$ cat src/logic/vlf_pkg.sv
// Package: register map, reset values and codes for the voltage limit fault response block
package vlf_pkg;
    localparam int unsigned VLF_ADDR_W = 8;
    localparam int unsigned VLF_MEAS_W = 10;

    // Register offsets
    localparam logic [7:0] VLF_UV_CRIT_HI_ADDR = 8'h1C;
    localparam logic [7:0] VLF_UV_CRIT_LO_ADDR = 8'h1D;
    localparam logic [7:0] VLF_OV_WARN_HI_ADDR = 8'h1E;
    localparam logic [7:0] VLF_OV_WARN_LO_ADDR = 8'h1F;
    localparam logic [7:0] VLF_OV_CRIT_HI_ADDR = 8'h20;
    localparam logic [7:0] VLF_OV_CRIT_LO_ADDR = 8'h21;
    localparam logic [7:0] VLF_PG_STATE_ADDR   = 8'h34;

    // Reset values
    localparam logic [7:0] VLF_UV_CRIT_HI_RST = 8'h00;
    localparam logic [1:0] VLF_UV_CRIT_LO_RST = 2'h0;
    localparam logic [7:0] VLF_OV_WARN_HI_RST = 8'hFF;
    localparam logic [1:0] VLF_OV_WARN_LO_RST = 2'h3;
    localparam logic [7:0] VLF_OV_CRIT_HI_RST = 8'hFF;
    localparam logic [1:0] VLF_OV_CRIT_LO_RST = 2'h3;

    // Power-good state register bit positions
    localparam int unsigned VLF_SENSE_BIT = 5;
    localparam int unsigned VLF_ALERT_BIT = 4;
    localparam int unsigned VLF_GOOD_BIT  = 0;

    // Synchroniser depth for pin inputs
    localparam int unsigned VLF_SYNC_STAGES = 3;

    // Fault response codes from the three-state protection input
    typedef enum logic [1:0] {
        VLF_RESP_SHUTDOWN = 2'h0,
        VLF_RESP_ALERT_PG = 2'h1,
        VLF_RESP_ALERT    = 2'h2
    } vlf_resp_t;
endpackage

$ cat src/logic/vlf_pin_sync.sv
// Pin synchroniser: three stage flops and an output flop per bit, output follows once stages two and three agree
`timescale 1ns/1ps
`default_nettype none
module vlf_pin_sync
    import vlf_pkg::*;
#(
    parameter int unsigned WIDTH = 1
) (
    input  wire logic             ref_clk,
    input  wire logic             rst,
    input  wire logic [WIDTH-1:0] pin_in,
    output logic      [WIDTH-1:0] pin_sync
);
    genvar g;
    generate
        for (g = 0; g < WIDTH; g++) begin : g_bit
            logic [VLF_SYNC_STAGES-1:0] stage_r;

            // Stage 0 feeds only stage 1; filter looks at stages 1 and 2
            always_ff @(posedge ref_clk) begin
                if (rst) begin
                    stage_r     <= '0;
                    pin_sync[g] <= 1'b0;
                end else begin
                    stage_r <= {stage_r[VLF_SYNC_STAGES-2:0], pin_in[g]};
                    if (stage_r[1] == stage_r[2]) begin
                        pin_sync[g] <= stage_r[2];
                    end
                end
            end
        end
    endgenerate
endmodule
`default_nettype wire

$ cat src/logic/vlf_limit_resp.sv
// Limit checking, fault response and limit/status registers for the load voltage monitor
//
// Notes on behaviour
// - The protection pin maps low to 00, high to 01, floating to 10, and 10 makes a critical fault raise alert only.
// - With the pin low, a critical under or over violation raises alert, drops power-good and turns the channel off.
// - With the pin high a critical violation raises alert and drops power-good only, and warnings only ever raise alert.
// - The critical undervoltage limit is ten bits, high part at 0x1C and low two bits at 0x1D, both reset to zero.
// - The warning overvoltage limit is ten bits at 0x1E and 0x1F, resetting to 0xFF and 0x03.
// - The critical overvoltage limit is ten bits at 0x20 and 0x21, resetting to full scale.
// - Register 0x34 shows polarity in bit 5 read-only, alert in bit 4 writable and power-good in bit 0 read-only.
// - While power-good holds, a measurement outside the warning limit drives the alert pin low.
// - Power-good is asserted while the voltage sits between the two critical limits; with the pin floating a critical fault leaves it unchanged.
// - The power-good status bit reads 1 when good regardless of polarity, which only flips the pin level.
`timescale 1ns/1ps
`default_nettype none
module vlf_limit_resp
    import vlf_pkg::*;
#(
    parameter int unsigned MEAS_W = VLF_MEAS_W
) (
    input  wire logic                  ref_clk,
    input  wire logic                  rst,
    // Register port
    input  wire logic [VLF_ADDR_W-1:0] reg_addr,
    input  wire logic                  reg_wr,
    input  wire logic [7:0]            reg_wdata,
    input  wire logic                  reg_rd,
    output logic      [7:0]            reg_rdata,
    // Latest voltage conversion
    input  wire logic [MEAS_W-1:0]     meas_value,
    input  wire logic                  meas_valid,
    // Pins
    input  wire logic                  prot_pin_level,
    input  wire logic                  prot_pin_float,
    input  wire logic                  output_sense_select,
    output logic                       alert_n,
    output logic                       power_good_output,
    output logic                       channel_on,
    output logic      [1:0]            fault_resp_code
);
    // Limit registers
    logic [7:0]        uv_crit_hi_r;
    logic [1:0]        uv_crit_lo_r;
    logic [7:0]        ov_warn_hi_r;
    logic [1:0]        ov_warn_lo_r;
    logic [7:0]        ov_crit_hi_r;
    logic [1:0]        ov_crit_lo_r;
    // Block state
    logic              good_supply_bit_r;
    logic              alert_r;
    logic              chan_on_r;
    logic [2:0]        pins_sync;
    logic              sense_s;
    vlf_resp_t         resp_nxt;
    vlf_resp_t         resp_r;
    logic [MEAS_W-1:0] undervolt_critical_limit;
    logic [MEAS_W-1:0] overvolt_warning_limit;
    logic [MEAS_W-1:0] overvolt_critical_limit;
    logic              uv_crit_viol;
    logic              ov_crit_viol;
    logic              ov_warn_viol;
    logic              crit_viol;
    logic              alert_event;
    logic              wr_status;

    // Pins come from outside the clock domain
    vlf_pin_sync #(
        .WIDTH(3)
    ) u_pin_sync (
        .ref_clk (ref_clk),
        .rst     (rst),
        .pin_in  ({output_sense_select, prot_pin_float, prot_pin_level}),
        .pin_sync(pins_sync)
    );

    assign sense_s = pins_sync[2];

    // Three-state protection pin to response code
    always_comb begin
        if (pins_sync[1]) begin
            resp_nxt = VLF_RESP_ALERT;
        end else if (pins_sync[0]) begin
            resp_nxt = VLF_RESP_ALERT_PG;
        end else begin
            resp_nxt = VLF_RESP_SHUTDOWN;
        end
    end

    always_ff @(posedge ref_clk) begin
        if (rst) begin
            resp_r          <= VLF_RESP_ALERT;
            fault_resp_code <= VLF_RESP_ALERT;
        end else begin
            resp_r          <= resp_nxt;
            fault_resp_code <= resp_nxt;
        end
    end

    // Ten-bit limits from register pairs
    assign undervolt_critical_limit = {uv_crit_hi_r, uv_crit_lo_r};
    assign overvolt_warning_limit   = {ov_warn_hi_r, ov_warn_lo_r};
    assign overvolt_critical_limit  = {ov_crit_hi_r, ov_crit_lo_r};

    // Strict compares: a value equal to a limit is not a violation
    assign uv_crit_viol = meas_value < undervolt_critical_limit;
    assign ov_crit_viol = meas_value > overvolt_critical_limit;
    assign ov_warn_viol = meas_value > overvolt_warning_limit;
    assign crit_viol    = uv_crit_viol | ov_crit_viol;

    // Warning only counts while good; critical always raises alert
    assign alert_event = meas_valid & ((good_supply_bit_r & ov_warn_viol) | crit_viol);
    assign wr_status   = reg_wr & (reg_addr == VLF_PG_STATE_ADDR);

    // Limit register writes
    always_ff @(posedge ref_clk) begin
        if (rst) begin
            uv_crit_hi_r <= VLF_UV_CRIT_HI_RST;
            uv_crit_lo_r <= VLF_UV_CRIT_LO_RST;
            ov_warn_hi_r <= VLF_OV_WARN_HI_RST;
            ov_warn_lo_r <= VLF_OV_WARN_LO_RST;
            ov_crit_hi_r <= VLF_OV_CRIT_HI_RST;
            ov_crit_lo_r <= VLF_OV_CRIT_LO_RST;
        end else if (reg_wr) begin
            case (reg_addr)
                VLF_UV_CRIT_HI_ADDR: uv_crit_hi_r <= reg_wdata;
                VLF_UV_CRIT_LO_ADDR: uv_crit_lo_r <= reg_wdata[1:0];
                VLF_OV_WARN_HI_ADDR: ov_warn_hi_r <= reg_wdata;
                VLF_OV_WARN_LO_ADDR: ov_warn_lo_r <= reg_wdata[1:0];
                VLF_OV_CRIT_HI_ADDR: ov_crit_hi_r <= reg_wdata;
                VLF_OV_CRIT_LO_ADDR: ov_crit_lo_r <= reg_wdata[1:0];
                default: ;
            endcase
        end
    end

    // Alert is sticky; a new event wins over a software write
    always_ff @(posedge ref_clk) begin
        if (rst) begin
            alert_r <= 1'b0;
        end else if (alert_event) begin
            alert_r <= 1'b1;
        end else if (wr_status) begin
            alert_r <= reg_wdata[VLF_ALERT_BIT];
        end
    end

    // Power-good follows each conversion; floating pin leaves it alone on critical faults
    always_ff @(posedge ref_clk) begin
        if (rst) begin
            good_supply_bit_r <= 1'b0;
        end else if (meas_valid) begin
            if (!crit_viol) begin
                good_supply_bit_r <= 1'b1;
            end else if (resp_r != VLF_RESP_ALERT) begin
                good_supply_bit_r <= 1'b0;
            end
        end
    end

    // Channel shutdown is latched until reset, so a fault cannot chatter the switch
    always_ff @(posedge ref_clk) begin
        if (rst) begin
            chan_on_r <= 1'b1;
        end else if (meas_valid && crit_viol && resp_r == VLF_RESP_SHUTDOWN) begin
            chan_on_r <= 1'b0;
        end
    end

    // Pin outputs, each from a flop
    always_ff @(posedge ref_clk) begin
        if (rst) begin
            alert_n           <= 1'b1;
            power_good_output <= 1'b0;
            channel_on        <= 1'b1;
        end else begin
            alert_n           <= ~(alert_r | alert_event);
            power_good_output <= sense_s ? good_supply_bit_r : ~good_supply_bit_r;
            channel_on        <= chan_on_r & ~(meas_valid & crit_viol & (resp_r == VLF_RESP_SHUTDOWN));
        end
    end

    // Read data, registered one cycle after the read strobe
    always_ff @(posedge ref_clk) begin
        if (rst) begin
            reg_rdata <= 8'h00;
        end else if (reg_rd) begin
            case (reg_addr)
                VLF_UV_CRIT_HI_ADDR: reg_rdata <= uv_crit_hi_r;
                VLF_UV_CRIT_LO_ADDR: reg_rdata <= {6'h00, uv_crit_lo_r};
                VLF_OV_WARN_HI_ADDR: reg_rdata <= ov_warn_hi_r;
                VLF_OV_WARN_LO_ADDR: reg_rdata <= {6'h00, ov_warn_lo_r};
                VLF_OV_CRIT_HI_ADDR: reg_rdata <= ov_crit_hi_r;
                VLF_OV_CRIT_LO_ADDR: reg_rdata <= {6'h00, ov_crit_lo_r};
                VLF_PG_STATE_ADDR: begin
                    reg_rdata                <= 8'h00;
                    reg_rdata[VLF_SENSE_BIT] <= sense_s;
                    reg_rdata[VLF_ALERT_BIT] <= alert_r;
                    reg_rdata[VLF_GOOD_BIT]  <= good_supply_bit_r;
                end
                default: reg_rdata <= 8'h00;
            endcase
        end
    end
endmodule
`default_nettype wire

$ cat config.mk
export PLATFORM = sky130hd
export DESIGN_NAME = vlf_limit_resp
export DESIGN_NICKNAME = d
export VERILOG_FILES = /design/src/logic/vlf_pkg.sv /design/src/logic/vlf_pin_sync.sv /design/src/logic/vlf_limit_resp.sv
export SDC_FILE = /design/constraint.sdc
export NUM_CORES = 1
export LEC_CHECK = 0
export BUFFER_PORTS_ARGS = -buffer_cell sky130_fd_sc_hd__buf_2
export CORE_MARGIN = 2
export CORE_UTILIZATION = 60
export DETAILED_ROUTE_END_ITERATION = 7
export PLACE_DENSITY = 0.84
export SLEW_MARGIN = 20
export SYNTH_ARGS = -nofsm -noshare
export SYNTH_HDL_FRONTEND = slang
export SYNTH_SLANG_ARGS = --single-unit
$ cat constraint.sdc
create_clock -name ref_clk -period 4.7 [get_ports ref_clk]
set_clock_uncertainty 0.15 [all_clocks]
set_input_delay 0.47 -clock ref_clk [delete_from_list [all_inputs] [get_ports ref_clk]]
set_output_delay 0.47 -clock ref_clk [all_outputs]
set_load 0.01 [all_outputs]
==> flow_summary.json <==
{
  "whs_ps": 185,
  "wirelength_um": 7220,
  "fin_crit_ps": 2450,
  "syn_area_mm2": 0.00298,
  "worstPathMaxFanout": 15,
  "cap_violations": 0,
  "layout_worst_path_cycle_share": 0.520,
  "synth_top_area_cell": "dfxtp_1",
  "critPathMaxStageDelay_ps": 780,
  "clkLatencyLatePin_ps": 340,
  "dieArea_mm2": 0.00554,
  "hold_viol_final": 0,
  "path_common_cell": "nand2_1",
  "utilization": 0.733,
  "cp.arrival_ps": 2490,
  "postCtsSetupBuffers": 0,
  "clock-sinks": 58,
  "port_buffers": 46,
  "area_growth_pct": 17.1,
  "rows": 25,
  "hold_depth": 2,
  "cts_resized": 0,
  "slew_headroom": 0.374,
  "ff2ff_setup_slack_ps": 2550,
  "r2r-end": "alert_n",
  "synth.distinct_cells": 42,
  "globalplace.congestion": 0.905,
  "r2r-start": "uv_crit_hi_r[0]",
  "path_buf_inv": 1,
  "combPwrFrac": 0.069,
  "pin_count": 47,
  "ir_drop_mv": 0.266,
  "synth-seq-cells": 58,
  "whs_endpoint": "u_pin_sync.g_bit[2].stage_r[0]",
  "ant_nets": 0,
  "postCtsHoldBufs": 0,
  "reg2reg_depth": 8,
  "drive_above_1_share": 0.167,
  "grt_pass1_vias": 2609,
  "fin_tns_setup_ps": 0,
  "syn_inst": 364,
  "hp-start": "output_sense_select",
  "wl_per_cell_um": 15.0,
  "power_switching_mw": 0.265,
  "clock.fmax_ghz": 0.409,
  "seq_power_share": 0.437,
  "ys_seq_area_frac": 0.390,
  "synthArstFlopShare": 0,
  "die_w_um": 74.4,
  "start_util": 0.626,
  "drt_pass1_iterations": 4,
  "globalRoute.totalOverflow": 0,
  "critPathTopFamily": "simple AND/OR/NAND/NOR gates",
  "cpMaxStageDelayCell": "nor3_2",
  "internal-power_mw": 0.888,
  "antenna_found_initial": 0,
  "cts_tree": "built",
  "grt_pass1_wl_um": 11700,
  "worst_slew_pin_slew_ps": 933,
  "vias_per_cell": 5.78,
  "nNetsFinal": 471,
  "pwr-share-clk": 0.494,
  "postSynthAreaPerCell_um2": 8.17,
  "cts-root-buf": "clkbuf_8",
  "n_fill_cell": 396,
  "coreArea_mm2": 0.00475,
  "hpwl_um": 5450,
  "final-setup-viol-count": 0,
  "start_kind": "primary input",
  "rsz0062_at_grt": "no",
  "hp-class": "primary input to flip-flop",
  "cts_buffers": 9,
  "grt_max_degree": 38,
  "clk_pin_slew_worst_paths_ps": 70,
  "synth_edf_count": 0,
  "worst_setup_path_end_kind": "flip-flop",
  "clockBufferDepth": 2,
  "syn_nets": 427,
  "drc": 0,
  "critPathRequiredTime_ps": 4740,
  "ys_top_cells_by_area": "dfxtp_1 (39%), ha_1 (12%), nand3_1 (6.4%)",
  "synth_top_area_frac": 0.390,
  "ys.flop_type": "dfxtp_1",
  "power.density_mw_per_mm2": 331,
  "antennaDiodeCount": 0,
  "h-tree-depth": 3,
  "drt_iter0_drc": 153,
  "leakagePower_nw": 1.67,
  "die_h_um": 74.4,
  "cp_cell_sequence": "buf_2 > nor2_1 > nand4_2 > nor3_2 > nand2_1 > nand2_1 > a21oi_1",
  "ys.warnings.count": 0,
  "gr-usage-all-layers": 0.282,
  "switching_share": 0.230,
  "vias": 2773,
  "status": "finished, final reports clean",
  "crit_type": "primary input to flip-flop",
  "final_max_slew_viol_count": 0
}
## metrics by stage
step,std cells,total power [mW],worst slack (ps),area [um^2]
floorplan,364,0.558,2710,2980
global placement,464,0.591,1970,3240
detailed placement,464,0.594,1940,3240
CTS,480,1.16,2320,3480
global route,480,1.19,2140,3480
finish,480,1.15,2250,3480
## cell type report
type	count	area (um^2)	share of cell area
well taps	67	83.8	0.0241
repair buffers	46	230	0.0661
flip-flops and latches	58	1160	0.333
clock buffers	9	124	0.0355
inverters	36	135	0.0388
clock inverters	7	125	0.0359
multi-input cells	257	1630	0.466
## sequential cells by signal (all words and copies together), names as in the netlist
register / cells
reg_rdata: 8
u_pin_sync.g_bit.stage_r: 9
alert_n: 1
good_supply_bit_r: 1
u_pin_sync.pin_sync: 3
uv_crit_lo_r: 2
resp_r: 2
ov_warn_hi_r: 8
power_good_output: 1
uv_crit_hi_r: 8
ov_crit_lo_r: 2
chan_on_r: 1
alert_r: 1
channel_on: 1
ov_warn_lo_r: 2
ov_crit_hi_r: 8
## cells by family (layout without fill, tap and decap cells)
family | Yosys count | count (layout) | synth area share
simple gates | 140 | 140 | 0.231
mux | 6 | 6 | 0.0202
compound gates | 81 | 81 | 0.170
fa+ha+maj | 29 | 29 | 0.122
flops | 58 | 58 | 0.390
buf+inv | 49 | 98 | 0.0635
xor+xnor | 1 | 1 | 0.00294
## power by group through the flow
stage / registers, mW / logic (mW) / clock network, mW
4_1_cts: 0.504 / 0.0793 / 0.578
5_1_grt: 0.504 / 0.0889 / 0.597
2_1_floorplan: 0.514 / 0.0441 / 0
3_3_place_gp: 0.514 / 0.0763 / 0
3_5_place_dp: 0.515 / 0.0788 / 0
6_report: 0.504 / 0.0799 / 0.569
## placed cells by master, fill, tap and decap left out, types with 8 or more instances in the layout
master | Yosys | routed
dfxtp_1 | 58 | 58
nand2_1 | 48 | 48
buf_2 | 4 | 46
nand3_1 | 38 | 38
inv_1 | 36 | 36
a21oi_1 | 29 | 29
ha_1 | 29 | 29
nor2_1 | 17 | 17
o21ai_0 | 13 | 13
nor2b_1 | 12 | 12
clkbuf_8 | 0 | 9
o21ai_1 | 8 | 8
## synth_stat cells, drive strengths merged, types with 2 or more instances
cell and n:
nand2b 3, nor3 6, o22a 2, a21o 3
ha 29, a21oi 29, nor2 17, buf 6
nand2 48, clkbuf 7, a211oi 4, nand3 38
a22o 5, o21ai 21, mux2i 6, a211o 4
nand4 8, dfxtp 58, and3 3, a22oi 2
nor2b 12, inv 36, a221oi 2
## routing by layer
metal | GRT usage | vias up | wire, um
li1 | - | 1364 | -
met5 | 0 | - | 0
met2 | 0.505 | 100 | 3720
met1 | 0.321 | 1298 | 2910
met4 | 0.0952 | 0 | 144
met3 | 0.0799 | 11 | 436
## worst max-delay path by stage
stage	slack [ps]	end	cells past startpoint	start
after floorplan	2710	alert_n	6	meas_value[4]
after global placement	1970	uv_crit_hi_r[5]	7	reg_addr[5]
after detailed placement	1940	uv_crit_hi_r[1]	7	reg_addr[7]
after CTS	2320	uv_crit_hi_r[1]	7	reg_addr[7]
after global routing	2140	ov_warn_hi_r[6]	6	reg_addr[7]
final	2250	uv_crit_hi_r[0]	7	reg_addr[7]
Power figures use the tool's default switching activity.
